File: src/logic/acs_pkg.sv
// Constants, types and register map of the converter control sequencer
//
// Overview of operation
// - Control bit 13 set makes triggers edge-sensitive, clear makes them level-sensitive.
// - Bits 12:10 divide the converter clock by 1 to 32; reset code is 001.
// - Bits 9:8 set acquisition to 2, 4, 8 or 16 converter clocks; reset is 8.
// - Bit 7 gates new starts; clearing it leaves running continuous conversion going.
// - Bit 6 enables the conversion busy output pin.
// - Bit 5 powers the converter; wait 5 us after power-up before starting.
// - Bits 4:3 pick single-ended, fully differential or pseudo differential; 11 reserved.
// - Bits 2:0 pick the source: pin, timers, continuous software or logic array.
// - Source code 011 runs one software conversion, then hardware writes 000 back.
// - Each conversion end sets the ready flag and interrupt; result read clears flag.
// - Enabled busy pin is high during each conversion and low once it completes.
// - Result sits in bits 27:16; twos complement when fully differential, else straight binary.
package acs_pkg;

  // ***************************************************************
  // Register map
  // ***************************************************************
  localparam logic [31:0] CTRL_ADDR     = 32'hffff0500;
  localparam logic [31:0] STATUS_ADDR   = 32'hffff050c;
  localparam logic [31:0] RESULT_ADDR   = 32'hffff0510;
  localparam logic [31:0] IRQ_STAT_ADDR = 32'hffff0520;
  localparam logic [31:0] IRQ_MASK_ADDR = 32'hffff0524;
  localparam logic [15:0] CTRL_RESET    = 16'h0600;
  localparam logic [15:0] CTRL_MASK     = 16'h3fff;

  // ***************************************************************
  // Control fields
  // ***************************************************************
  localparam int EDGE_BIT     = 13;
  localparam int DIV_MSB      = 12;
  localparam int DIV_LSB      = 10;
  localparam int ACQ_MSB      = 9;
  localparam int ACQ_LSB      = 8;
  localparam int START_EN_BIT = 7;
  localparam int BUSY_EN_BIT  = 6;
  localparam int POWER_BIT    = 5;
  localparam int MODE_MSB     = 4;
  localparam int MODE_LSB     = 3;
  localparam int SRC_MSB      = 2;
  localparam int SRC_LSB      = 0;
  localparam int RES_LSB      = 16;
  localparam int RES_MSB      = 27;

  localparam logic [2:0] SRC_PIN    = 3'h0;
  localparam logic [2:0] SRC_GENERAL_TIMER_ONE = 3'h1;
  localparam logic [2:0] SRC_GENERAL_TIMER_ZERO = 3'h2;
  localparam logic [2:0] SRC_SINGLE = 3'h3;
  localparam logic [2:0] SRC_CONT   = 3'h4;
  localparam logic [2:0] SRC_PLA    = 3'h5;
  localparam logic [2:0] DIV_MAX    = 3'h5;
  localparam logic [1:0] MODE_DIFF  = 2'h1;
  localparam logic [1:0] MODE_RSVD  = 2'h3;

  // ***************************************************************
  // Bus answers and timing
  // ***************************************************************
  localparam logic [1:0] RESP_OKAY   = 2'h0;
  localparam logic [1:0] RESP_SLVERR = 2'h2;
  localparam int POWERUP_NS     = 5000;
  localparam int CLK_PERIOD_NS  = 100;
  localparam int POWERUP_CYCLES = (POWERUP_NS + CLK_PERIOD_NS - 1) / CLK_PERIOD_NS;

  typedef enum logic [1:0] {ST_IDLE, ST_ACQUIRE, ST_CONVERT} acs_state_type;

endpackage

File: src/logic/acs_axi_slave.sv
// AXI4-Lite slave front end for the converter registers
module acs_axi_slave (
  input  wire logic        aclk,
  input  wire logic        aresetn,
  input  wire logic [31:0] awaddr,
  input  wire logic        awvalid,
  output logic             awready,
  input  wire logic [31:0] wdata,
  input  wire logic [3:0]  wstrb,
  input  wire logic        wvalid,
  output logic             wready,
  output logic [1:0]       bresp,
  output logic             bvalid,
  input  wire logic        bready,
  input  wire logic [31:0] araddr,
  input  wire logic        arvalid,
  output logic             arready,
  output logic [31:0]      rdata,
  output logic [1:0]       rresp,
  output logic             rvalid,
  input  wire logic        rready,
  output logic             reg_wr,
  output logic [31:0]      reg_waddr,
  output logic [31:0]      reg_wdata,
  output logic [3:0]       reg_wstrb,
  input  wire logic        reg_whit,
  output logic             reg_rd,
  output logic [31:0]      reg_raddr,
  input  wire logic [31:0] reg_rdata,
  input  wire logic        reg_rhit
);

  logic aw_held, w_held, next_aw_held, next_w_held, next_bvalid, next_rvalid;
  logic [31:0] next_waddr, next_wdata, next_rdata;
  logic [3:0]  next_wstrb;
  logic [1:0]  next_bresp, next_rresp;

  assign awready   = !aw_held && !bvalid;
  assign wready    = !w_held && !bvalid;
  assign arready   = !rvalid;
  // Write waits until both halves are held, so either order works
  assign reg_wr    = aw_held && w_held && !bvalid;
  assign reg_rd    = arvalid && arready;
  assign reg_raddr = araddr;

  always_comb
  begin
    next_aw_held = aw_held;
    next_w_held  = w_held;
    next_waddr   = reg_waddr;
    next_wdata   = reg_wdata;
    next_wstrb   = reg_wstrb;
    next_bvalid  = bvalid;
    next_bresp   = bresp;
    next_rvalid  = rvalid;
    next_rdata   = rdata;
    next_rresp   = rresp;
    if (awvalid && awready)
    begin
      next_aw_held = 1'b1;
      next_waddr   = awaddr;
    end
    if (wvalid && wready)
    begin
      next_w_held = 1'b1;
      next_wdata  = wdata;
      next_wstrb  = wstrb;
    end
    if (reg_wr)
    begin
      next_aw_held = 1'b0;
      next_w_held  = 1'b0;
      next_bvalid  = 1'b1;
      next_bresp   = reg_whit ? acs_pkg::RESP_OKAY : acs_pkg::RESP_SLVERR;
    end
    else if (bvalid && bready)
      next_bvalid = 1'b0;
    if (reg_rd)
    begin
      next_rvalid = 1'b1;
      next_rdata  = reg_rdata;
      next_rresp  = reg_rhit ? acs_pkg::RESP_OKAY : acs_pkg::RESP_SLVERR;
    end
    else if (rvalid && rready)
      next_rvalid = 1'b0;
  end

  always_ff @(posedge aclk)
  begin
    if (!aresetn)
    begin
      aw_held   <= 1'b0;
      w_held    <= 1'b0;
      reg_waddr <= 32'h0;
      reg_wdata <= 32'h0;
      reg_wstrb <= 4'h0;
      bvalid    <= 1'b0;
      bresp     <= 2'h0;
      rvalid    <= 1'b0;
      rdata     <= 32'h0;
      rresp     <= 2'h0;
    end
    else
    begin
      aw_held   <= next_aw_held;
      w_held    <= next_w_held;
      reg_waddr <= next_waddr;
      reg_wdata <= next_wdata;
      reg_wstrb <= next_wstrb;
      bvalid    <= next_bvalid;
      bresp     <= next_bresp;
      rvalid    <= next_rvalid;
      rdata     <= next_rdata;
      rresp     <= next_rresp;
    end
  end

endmodule // acs_axi_slave

File: src/logic/acs_sequencer.sv
// Clock divider and acquisition/conversion phase sequencer
module acs_sequencer (
  input  wire logic       aclk,
  input  wire logic       aresetn,
  input  wire logic       start,
  input  wire logic [2:0] div_code,
  input  wire logic [1:0] acq_code,
  input  wire logic       core_done,
  output logic            busy,
  output logic            core_sample,
  output logic            core_convert,
  output logic            done
);

  acs_pkg::acs_state_type state, next_state;
  logic [4:0] div_cnt, next_div_cnt, div_limit;
  logic [3:0] acq_cnt, next_acq_cnt, acq_limit;
  logic [2:0] div_sel;
  logic       tick;
  logic [9:0] acq_cycles;

  // Codes above divide-by-32 are unspecified and clamp to it
  assign div_sel   = (div_code > acs_pkg::DIV_MAX) ? acs_pkg::DIV_MAX : div_code;
  assign div_limit = 5'((6'h1 << div_sel) - 6'h1);
  assign acq_limit = 4'((5'h2 << acq_code) - 5'h1);
  assign tick      = (div_cnt == div_limit);
  assign busy        = (state != acs_pkg::ST_IDLE);
  assign core_sample = (state == acs_pkg::ST_ACQUIRE);

  always_comb
  begin
    next_state   = state;
    next_div_cnt = div_cnt;
    next_acq_cnt = acq_cnt;
    core_convert = 1'b0;
    done         = 1'b0;
    case (state)
      acs_pkg::ST_IDLE:
        if (start)
        begin
          next_state   = acs_pkg::ST_ACQUIRE;
          next_div_cnt = 5'h0;
          next_acq_cnt = 4'h0;
        end
      acs_pkg::ST_ACQUIRE:
      begin
        next_div_cnt = tick ? 5'h0 : 5'(div_cnt + 5'h1);
        if (tick)
        begin
          if (acq_cnt == acq_limit)
          begin
            next_state   = acs_pkg::ST_CONVERT;
            core_convert = 1'b1;
          end
          else
            next_acq_cnt = 4'(acq_cnt + 4'h1);
        end
      end
      acs_pkg::ST_CONVERT:
        if (core_done)
        begin
          next_state = acs_pkg::ST_IDLE;
          done       = 1'b1;
        end
      default:
        next_state = acs_pkg::ST_IDLE;
    endcase
  end

  always_ff @(posedge aclk)
  begin
    if (!aresetn)
    begin
      state   <= acs_pkg::ST_IDLE;
      div_cnt <= 5'h0;
      acq_cnt <= 4'h0;
    end
    else
    begin
      state   <= next_state;
      div_cnt <= next_div_cnt;
      acq_cnt <= next_acq_cnt;
    end
  end

  always_ff @(posedge aclk)
  begin
    if (!aresetn || !core_sample)
      acq_cycles <= 10'h0;
    else
      acq_cycles <= 10'(acq_cycles + 10'h1);
  end

  acq_length_a: assert property (@(posedge aclk) disable iff (!aresetn)
    core_convert |-> (acq_cycles + 10'h1)
      == (10'(acq_limit) + 10'h1) * (10'(div_limit) + 10'h1))
    else $error("acquisition length wrong");

endmodule // acs_sequencer

File: src/logic/acs_top.sv
// Converter control sequencer top: registers, trigger selection, result and interrupt
module acs_top (
  input  wire logic        aclk,
  input  wire logic        aresetn,
  input  wire logic [31:0] awaddr,
  input  wire logic        awvalid,
  output logic             awready,
  input  wire logic [31:0] wdata,
  input  wire logic [3:0]  wstrb,
  input  wire logic        wvalid,
  output logic             wready,
  output logic [1:0]       bresp,
  output logic             bvalid,
  input  wire logic        bready,
  input  wire logic [31:0] araddr,
  input  wire logic        arvalid,
  output logic             arready,
  output logic [31:0]      rdata,
  output logic [1:0]       rresp,
  output logic             rvalid,
  input  wire logic        rready,
  input  wire logic        external_start_pin,
  input  wire logic        general_timer_zero,
  input  wire logic        general_timer_one,
  input  wire logic        programmable_logic_array,
  output logic             conversion_busy_pin,
  output logic             conversion_busy_pin_oe,
  output logic             core_power_up,
  output logic [1:0]       core_input_mode,
  output logic             core_sample,
  output logic             core_convert,
  input  wire logic        core_done,
  input  wire logic [11:0] core_result,
  output logic             irq
);

  // ***************************************************************
  // Bus front end
  // ***************************************************************
  logic        reg_wr, reg_rd, reg_whit, reg_rhit;
  logic [31:0] reg_waddr, reg_wdata, reg_raddr, reg_rdata;
  logic [3:0]  reg_wstrb;

  acs_axi_slave u_axi (
    .aclk      (aclk),
    .aresetn   (aresetn),
    .awaddr    (awaddr),
    .awvalid   (awvalid),
    .awready   (awready),
    .wdata     (wdata),
    .wstrb     (wstrb),
    .wvalid    (wvalid),
    .wready    (wready),
    .bresp     (bresp),
    .bvalid    (bvalid),
    .bready    (bready),
    .araddr    (araddr),
    .arvalid   (arvalid),
    .arready   (arready),
    .rdata     (rdata),
    .rresp     (rresp),
    .rvalid    (rvalid),
    .rready    (rready),
    .reg_wr    (reg_wr),
    .reg_waddr (reg_waddr),
    .reg_wdata (reg_wdata),
    .reg_wstrb (reg_wstrb),
    .reg_whit  (reg_whit),
    .reg_rd    (reg_rd),
    .reg_raddr (reg_raddr),
    .reg_rdata (reg_rdata),
    .reg_rhit  (reg_rhit)
  );

  // ***************************************************************
  // State
  // ***************************************************************
  logic [15:0] ctrl, next_ctrl, wr_mask;
  logic [31:0] result_word, next_result_word;
  logic        result_ready_flag, next_result_ready;
  logic        irq_status, next_irq_status;
  logic        irq_mask, next_irq_mask;
  logic        cont_run, next_cont_run;
  logic [5:0]  pwr_cnt, next_pwr_cnt;
  logic [3:0]  trig_prev;
  logic [3:0]  trig_now;
  logic        pwr_ready, rsvd, trig_sel, trig_sel_prev, trig_hit, start;
  logic        seq_busy, seq_done;
  logic [2:0]  src;
  logic        wr_ctrl, rd_result;

  assign src       = ctrl[acs_pkg::SRC_MSB:acs_pkg::SRC_LSB];
  assign wr_ctrl   = reg_wr && (reg_waddr == acs_pkg::CTRL_ADDR);
  assign rd_result = reg_rd && (reg_raddr == acs_pkg::RESULT_ADDR);
  assign wr_mask   = {{8{reg_wstrb[1]}}, {8{reg_wstrb[0]}}} & acs_pkg::CTRL_MASK;
  assign pwr_ready = ctrl[acs_pkg::POWER_BIT] && (pwr_cnt == 6'(acs_pkg::POWERUP_CYCLES));

  // ***************************************************************
  // Trigger selection
  // ***************************************************************
  assign trig_now = {programmable_logic_array, general_timer_zero, general_timer_one,
                     external_start_pin};

  // Reserved source codes never select a trigger
  assign rsvd = (ctrl[acs_pkg::MODE_MSB:acs_pkg::MODE_LSB] == acs_pkg::MODE_RSVD)
             || (src > acs_pkg::SRC_PLA);

  always_comb
  begin
    trig_sel      = 1'b0;
    trig_sel_prev = 1'b0;
    case (src)
      acs_pkg::SRC_PIN:
      begin
        trig_sel      = trig_now[0];
        trig_sel_prev = trig_prev[0];
      end
      acs_pkg::SRC_GENERAL_TIMER_ONE:
      begin
        trig_sel      = trig_now[1];
        trig_sel_prev = trig_prev[1];
      end
      acs_pkg::SRC_GENERAL_TIMER_ZERO:
      begin
        trig_sel      = trig_now[2];
        trig_sel_prev = trig_prev[2];
      end
      acs_pkg::SRC_PLA:
      begin
        trig_sel      = trig_now[3];
        trig_sel_prev = trig_prev[3];
      end
      default:
      begin
        trig_sel      = 1'b0;
        trig_sel_prev = 1'b0;
      end
    endcase
  end

  // An edge that lands while busy is dropped; level triggers simply retry
  assign trig_hit = ctrl[acs_pkg::EDGE_BIT] ? (trig_sel && !trig_sel_prev) : trig_sel;

  always_comb
  begin
    start = 1'b0;
    if (!seq_busy && pwr_ready && !rsvd)
    begin
      if (cont_run)
        start = 1'b1;
      else if (ctrl[acs_pkg::START_EN_BIT])
        start = trig_hit || (src == acs_pkg::SRC_SINGLE) || (src == acs_pkg::SRC_CONT);
    end
  end

  acs_sequencer u_seq (
    .aclk         (aclk),
    .aresetn      (aresetn),
    .start        (start),
    .div_code     (ctrl[acs_pkg::DIV_MSB:acs_pkg::DIV_LSB]),
    .acq_code     (ctrl[acs_pkg::ACQ_MSB:acs_pkg::ACQ_LSB]),
    .core_done    (core_done),
    .busy         (seq_busy),
    .core_sample  (core_sample),
    .core_convert (core_convert),
    .done         (seq_done)
  );

  // ***************************************************************
  // Next state
  // ***************************************************************
  always_comb
  begin
    next_ctrl         = ctrl;
    next_result_word  = result_word;
    next_result_ready = result_ready_flag;
    next_irq_status   = irq_status;
    next_irq_mask     = irq_mask;
    next_cont_run     = cont_run;
    next_pwr_cnt      = pwr_cnt;
    // Hardware revert happens first so a same-cycle software write wins
    if (seq_done && (src == acs_pkg::SRC_SINGLE))
      next_ctrl[acs_pkg::SRC_MSB:acs_pkg::SRC_LSB] = acs_pkg::SRC_PIN;
    if (wr_ctrl)
      next_ctrl = (ctrl & ~wr_mask) | (reg_wdata[15:0] & wr_mask);
    if (!ctrl[acs_pkg::POWER_BIT])
      next_pwr_cnt = 6'h0;
    else if (!pwr_ready)
      next_pwr_cnt = 6'(pwr_cnt + 6'h1);
    // Continuous run survives a cleared start gate, ends on source change
    if (src != acs_pkg::SRC_CONT || !ctrl[acs_pkg::POWER_BIT])
      next_cont_run = 1'b0;
    else if (start)
      next_cont_run = 1'b1;
    if (reg_wr && reg_waddr == acs_pkg::IRQ_MASK_ADDR && reg_wstrb[0])
      next_irq_mask = reg_wdata[0];
    if (reg_wr && reg_waddr == acs_pkg::IRQ_STAT_ADDR && reg_wstrb[0] && reg_wdata[0])
      next_irq_status = 1'b0;
    if (rd_result)
      next_result_ready = 1'b0;
    if (seq_done)
    begin
      next_result_ready = 1'b1;
      next_irq_status   = 1'b1;
      if (ctrl[acs_pkg::MODE_MSB:acs_pkg::MODE_LSB] == acs_pkg::MODE_DIFF)
        next_result_word = {{4{core_result[11]}}, core_result, 16'h0};
      else
        next_result_word = {4'h0, core_result, 16'h0};
    end
  end

  always_ff @(posedge aclk)
  begin
    if (!aresetn)
    begin
      ctrl              <= acs_pkg::CTRL_RESET;
      result_word       <= 32'h0;
      result_ready_flag <= 1'b0;
      irq_status        <= 1'b0;
      irq_mask          <= 1'b0;
      cont_run          <= 1'b0;
      pwr_cnt           <= 6'h0;
      trig_prev         <= 4'h0;
    end
    else
    begin
      ctrl              <= next_ctrl;
      result_word       <= next_result_word;
      result_ready_flag <= next_result_ready;
      irq_status        <= next_irq_status;
      irq_mask          <= next_irq_mask;
      cont_run          <= next_cont_run;
      pwr_cnt           <= next_pwr_cnt;
      trig_prev         <= trig_now;
    end
  end

  // ***************************************************************
  // Read mux and outputs
  // ***************************************************************
  always_comb
  begin
    reg_rhit  = 1'b1;
    reg_rdata = 32'h0;
    case (reg_raddr)
      acs_pkg::CTRL_ADDR:     reg_rdata = {16'h0, ctrl};
      acs_pkg::STATUS_ADDR:   reg_rdata = {31'h0, result_ready_flag};
      acs_pkg::RESULT_ADDR:   reg_rdata = result_word;
      acs_pkg::IRQ_STAT_ADDR: reg_rdata = {31'h0, irq_status};
      acs_pkg::IRQ_MASK_ADDR: reg_rdata = {31'h0, irq_mask};
      default:                reg_rhit  = 1'b0;
    endcase
  end

  assign reg_whit = (reg_waddr == acs_pkg::CTRL_ADDR) || (reg_waddr == acs_pkg::STATUS_ADDR)
                 || (reg_waddr == acs_pkg::RESULT_ADDR) || (reg_waddr == acs_pkg::IRQ_STAT_ADDR)
                 || (reg_waddr == acs_pkg::IRQ_MASK_ADDR);

  assign conversion_busy_pin    = seq_busy && ctrl[acs_pkg::BUSY_EN_BIT];
  assign conversion_busy_pin_oe = ctrl[acs_pkg::BUSY_EN_BIT];
  assign core_power_up          = ctrl[acs_pkg::POWER_BIT];
  assign core_input_mode        = ctrl[acs_pkg::MODE_MSB:acs_pkg::MODE_LSB];
  assign irq                    = irq_status && irq_mask;

  // ***************************************************************
  // Checks
  // ***************************************************************
  power_gate_a: assert property (@(posedge aclk) disable iff (!aresetn)
    start |-> ctrl[acs_pkg::POWER_BIT] && pwr_cnt == 6'(acs_pkg::POWERUP_CYCLES))
    else $error("start before power-up delay");
  reserved_block_a: assert property (@(posedge aclk) disable iff (!aresetn)
    start |-> !rsvd) else $error("start with reserved code");
  start_gate_a: assert property (@(posedge aclk) disable iff (!aresetn)
    start && !cont_run |-> ctrl[acs_pkg::START_EN_BIT]) else $error("start while gated");
  edge_trig_a: assert property (@(posedge aclk) disable iff (!aresetn)
    start && ctrl[acs_pkg::EDGE_BIT] && src == acs_pkg::SRC_PIN |-> $rose(external_start_pin))
    else $error("edge mode start without edge");
  busy_off_a: assert property (@(posedge aclk) disable iff (!aresetn)
    !ctrl[acs_pkg::BUSY_EN_BIT] |-> !conversion_busy_pin) else $error("busy pin not disabled");
  busy_end_a: assert property (@(posedge aclk) disable iff (!aresetn)
    seq_done |=> !conversion_busy_pin) else $error("busy pin held after conversion");
  single_revert_a: assert property (@(posedge aclk) disable iff (!aresetn)
    seq_done && src == acs_pkg::SRC_SINGLE && !wr_ctrl |=> src == acs_pkg::SRC_PIN)
    else $error("single source not reverted");
  ready_set_a: assert property (@(posedge aclk) disable iff (!aresetn)
    seq_done |=> result_ready_flag && irq_status) else $error("ready flag not set");
  result_pos_a: assert property (@(posedge aclk) disable iff (!aresetn)
    seq_done |=> result_word[27:16] == $past(core_result) && result_word[15:0] == 16'h0
      && result_word[31:28] == (($past(core_input_mode) == acs_pkg::MODE_DIFF)
      ? {4{result_word[27]}} : 4'h0)) else $error("result word misformatted");

endmodule // acs_top

File: config.mk
export PLATFORM = sky130hd
export DESIGN_NAME = acs_top
export DESIGN_NICKNAME = d
export VERILOG_FILES = /design/src/logic/acs_pkg.sv /design/src/logic/acs_axi_slave.sv /design/src/logic/acs_sequencer.sv /design/src/logic/acs_top.sv
export SDC_FILE = /design/constraint.sdc
export NUM_CORES = 1
export LEC_CHECK = 0
export BUFFER_PORTS_ARGS = -buffer_cell sky130_fd_sc_hd__buf_2
export CAP_MARGIN = 20
export CORE_MARGIN = 4
export CORE_UTILIZATION = 35
export DETAILED_ROUTE_END_ITERATION = 6
export PLACE_DENSITY = 0.67
export SYNTH_ARGS = -nofsm -noshare
export SYNTH_HDL_FRONTEND = slang
export SYNTH_SLANG_ARGS = --single-unit
File: constraint.sdc
create_clock -name aclk -period 5.3 [get_ports aclk]
set_clock_uncertainty 0.2 [all_clocks]
set_input_delay 1.06 -clock aclk [delete_from_list [all_inputs] [get_ports aclk]]
set_output_delay 1.06 -clock aclk [all_outputs]
set_load 0.02 [all_outputs]
# == Yosys cells after proc, flatten, opt, wreduce, memory -nomap -nowiden ==
# Index checks and enable logic that the tools add are counted.
# W data, S select, Z words.
# classes
order_cmp,2
reduce_logical,55
div,0
n_eq_ne,28
muxes,39
add_sub_neg,5
bitwise_logic,5
n_shift,2
multipliers,0
# op_table
op,n
$eq A32 B32 Y1 const B,10
$pmux W32 S5,1
$mux W32,1
$logic_and A1 B1 Y1,23
$mux W1,18
$and A16 B14 Y16,1
$and A16 B16 Y16,1
$not A14 Y16,1
$or A16 B16 Y16,1
$reduce_bool A2 Y1,7
$mux W2,6
$mux W4,3
$mux W5,2
$pmux W5 S2,1
$mux W3,3
$logic_not A1 Y1,8
$logic_or A1 B1 Y1,8
$pmux W1 S4,2
$pmux W4 S2,1
$reduce_and A4 Y1,2
$add A6 B1 Y6 const B,1
$eq A3 B2 Y1 const B,2
$eq A3 B3 Y1 const B,2
$eq A6 B6 Y1 const B,1
other kinds (22),30
# totals
reg_bits,163
romBits,0
latchBits,0
mem_count,0
output_inout_bits,49
in_bits,124
mem_bits_rw,0

# == Logic depth before layout (Yosys ltp) ==
# depth
ltp_word,12
mapped_depth,9
ltp_nobuf,8

# == Modules after synthesis ==
# From an unflattened synthesis, not the netlist that was laid out.
# unflattened
hier_cells,842
area_unflattened_um2,7129.3
# by_module_without_submodules
mod,area_per_inst_um2,n_inst,cells_per_inst
acs_axi_slave,4165.2,1,503
acs_top,2243.4,1,253
acs_sequencer,720.7,1,86

# == Worst setup path after synthesis ==
# OpenSTA, ideal clock, no wires.
# synth_timing
path_kind,register to output
from,register with a tool-made name
to,output port core_convert
required_time_ns,4.040
n_path_buf,0
path_stages_with_launch,7
arrival_ns,2.157
slack_ns,1.883
path_cell_list,dfxtp_1 -> or3_1 -> ha_1 -> xnor2_1 -> mux2i_1 -> a2111o_1 -> nor3_1
# synth_lines
element,line,rtl
"end, declared",acs_top.sv:31,"output logic core_convert,"

==> flow_summary_export.csv <==
group,metric,value,unit
layout,syn2layout_area_growth,29.17,%
synthesis,postSynthCellCount,657,
detailed_routing,drc_errors,0,
synthesis,async_flop_share,0,%
setup_path,end_kind,"primary output",
setup_path,reg2regPathDepth,7,
sta,tightest_slew,0.9884,ns
setup_path,crit_path_max_incr_delay,0.60,ns
detailed_routing,antenna_left,0,
global_route,grt_first_pass_wirelength,23.36,mm
layout,drive_above_1_share,24.00,%
setup_path,worstPathCellList,"or3_1 -> ha_1 -> xnor2_1 -> mux2i_1 -> a2111o_1 -> nor3_1 -> buf_2",
sta,fmax,247.5,MHz
placement,port_buffers,148,
setup_path,worst_ep_required_time,4.04,ns
clock_tree,cts_setup_buffers,0,
die,start_util,35.84,%
setup_path,slowest_stage,"a2111o_1",
sta,slew_headroom,33.95,%
sta,fin_tns_setup,0,ns
detailed_routing,wire_per_inst,14.20,um
synthesis,synth_warnings,0,
clock_tree,cts_buffers,17,
synthesis,synth_top_area_share,48.68,%
detailed_routing,drt_wl_total,14.37,mm
placement,dp_hpwl,10.21,mm
setup_path,crit_arrival,2.78,ns
sta,drv_slew,0,
flow_run,maxCapViolations,0,
layout,final_core_util,46.30,%
sta,grt_setup_unrepaired,"false",
clock_tree,clock_tree.root_cell,"clkbuf_16",
clock_tree,ctsResizeCount,0,
clock_tree,cts_tree,"done",
sta,whs,0.2500,ns
sta,period_share,76.24,%
die,die_area,17690,um^2
placement,dpl_cell_area,6306,um^2
die,io_pins,173,
synthesis,syn_area,5469,um^2
global_route,grt_usage,16.32,%
sta,min_period,4.041,ns
hold_path,hold_start,"u_axi.rdata[0]",
clock_tree,postCtsHoldBufs,0,
detailed_routing,drtIter0Drc,258,
setup_path,path_max_fanout,14,
layout,nets,916,
global_route,grt_max_degree,78,
global_route,antenna_found_initial,0,
outcome,outcome,"completed",
synthesis,ys_seq_elements,133,
synthesis,avgSynthCellArea,8.324,um^2
setup_path,regToRegSetupSlack,2.47,ns
die,die_w,133,um
setup_path,path_depth,7,
die,die_height,133,um
sta,finalSetupViolCount,0,
setup_path,crit_type,"flip-flop to primary output",
synthesis,synth_area_leaders,"dfxtp_1 49%, nand2_1 11%, a21oi_1 6.5%",
sta,hold_viol,0,
synthesis,yosysUniqueCellTypes,54,
setup_path,cp_top_family,"simple AND/OR/NAND/NOR gates",
layout,n_fill_cell,1507,
power_and_ir_drop,peakVddDrop,212.5,uV
setup_path,critPathBufInv,1,
power_and_ir_drop,powerDensity,375.2,nW/um^2
placement,gp_congestion,0.7835,
clock_tree,cts.sink_count,133,
clock_tree,htreeDepth,4,
die,core,15260,um^2
setup_path,r2r_end,"u_seq.acq_cnt[2]",
clock_tree,clk_latency,0.42,ns
detailed_routing,first_pass_iters,4,
global_route,overflow,0,
power_and_ir_drop,p_total,2650,uW
clock_tree,clockBufferDepth,2,
synthesis,synth_top_area_cell,"dfxtp_1",
hold_path,min_delay_worst_endpoint,"u_axi.rdata[0]",
clock_tree,clkTransAtPathRegs,0.06,ns
detailed_routing,vias_per_cell,4.841,
synthesis,ys.flop_type,"dfxtp_1",
synthesis,yosysSeqAreaShare,48.68,%
hold_path,min_path_type,"flip-flop to flip-flop",
detailed_routing,vias,4899,
hold_path,min_path_cells,2,
synthesis,synth_edf_count,0,
layout,fin_area,7064,um^2
die,rows,45,
power_and_ir_drop,p_leak,0.002869,uW
global_route,grt_pass1_vias,4632,
setup_path,cp-start-kind,"flip-flop",
==> where the power goes <==
group	internal (uW)	switching, uW	leakage (uW)
logic	63.9	96.4	0.00143
clock network	1000	439	0.000353
registers	1030	17.4	0.00108
==> kinds of logic after synthesis <==
family,count (synthesis),share of synthesized area [%]
xor+xnor,10,1.602
simple gates,297,25.28
compound gates,133,15.33
fa+ha+maj,5,1.144
buf+inv,62,4.941
flops,133,48.68
other cells,1,0.06857
mux,16,2.951
==> worst max path at each step <==
stage | start | endpoint
after floorplan | flip-flop | core_convert
after global placement | flip-flop | core_convert
after detailed placement | flip-flop | core_convert
after CTS | flip-flop | core_convert
after global routing | flip-flop | core_convert
final | flip-flop | core_convert
==> cell type report <==
type	count	area [um^2]	area share (%)
Tap cell	211	264.0	3.737
Antenna cell	1	2.502	0.03542
Clock buffer	19	452.9	6.412
Multi-Input combinational cell	465	2547	36.06
Timing Repair Buffer	152	790.8	11.19
Clock inverter	13	275.3	3.897
Sequential cell	133	2663	37.69
Inverter	18	68.82	0.9741
==> worst reg2reg max path: cells and delay by family, from the launching register on <==
| kind | cells | cell delay [ns] |
|---|---|---|
| AND/OR/NAND/NOR | 2 | 0.91 |
| flip-flops | 1 | 0.36 |
| multiplexers | 1 | 0.11 |
| XOR/XNOR | 1 | 0.22 |
| AO/OA/AOI/OAI | 2 | 0.74 |
| adder cells (fa/ha/maj) | 1 | 0.22 |
==> cell usage after synthesis, types with 2 or more instances <==
master,instances
a2111o_1,2
a211oi_1,4
a21oi_1,71
a22oi_1,27
and2_1,9
and3_1,5
buf_1,3
buf_2,3
buf_4,9
clkbuf_1,29
clkinv_1,2
dfxtp_1,133
ha_1,5
inv_1,16
mux2i_1,15
nand2_1,154
nand2b_1,6
nand3_1,11
nand3b_1,3
nand4_1,11
nor2_1,59
nor2b_1,3
nor3_1,7
nor3b_1,2
nor4_1,3
nor4_2,2
nor4b_1,3
nor4bb_1,2
o211ai_1,2
o21a_1,2
o21ai_0,5
o31ai_1,8
o32a_1,4
o32ai_1,2
or3_1,6
or4_1,3
xnor2_1,7
xor2_1,3
==> registers in the layout, indices dropped and copies added, names as in the netlist, 2 cells and up, named ones only <==
signal,flops
u_seq.div_cnt,5
ctrl,3
u_seq.state,2
u_axi.rdata,27
pwr_cnt,6
trig_prev,4
u_axi.reg_wdata,14
u_seq.acq_cnt,4
result_word,13
u_axi.reg_wstrb,2
u_axi.reg_waddr,32
==> routing by layer <==
metal,track usage (%),vias to the layer above,share of wire (%)
met2,25.73,143,46
met1,21.31,2231,46
li1,-,2511,-
met5,0,-,0
met4,5.658,0,1.3
met3,4.829,14,6.5
==> metrics by stage <==
stage	setup slack, ns	instances
finish	1.259	1012
global route	1.052	1011
CTS	1.218	1010
detailed placement	1.685	978
global placement	1.718	977
floorplan	1.883	660
==> cells in the final DEF, fill, tap and decap left out, types with 4 or more instances in the layout <==
cell type / n
conb_1: 4
nand4_1: 11
a22oi_1: 27
and3_1: 5
or3_1: 6
a211oi_1: 4
mux2i_1: 15
bufinv_16: 8
inv_1: 16
buf_2: 148
a21oi_1: 71
nand3_1: 11
o32a_1: 4
clkbuf_16: 17
nand2b_1: 6
nor3_1: 7
nand2_1: 154
and2_1: 9
ha_1: 5
xnor2_1: 7
o31ai_1: 8
nor2_1: 59
dfxtp_1: 133
o21ai_0: 5
(Power assumes the default switching activity.)
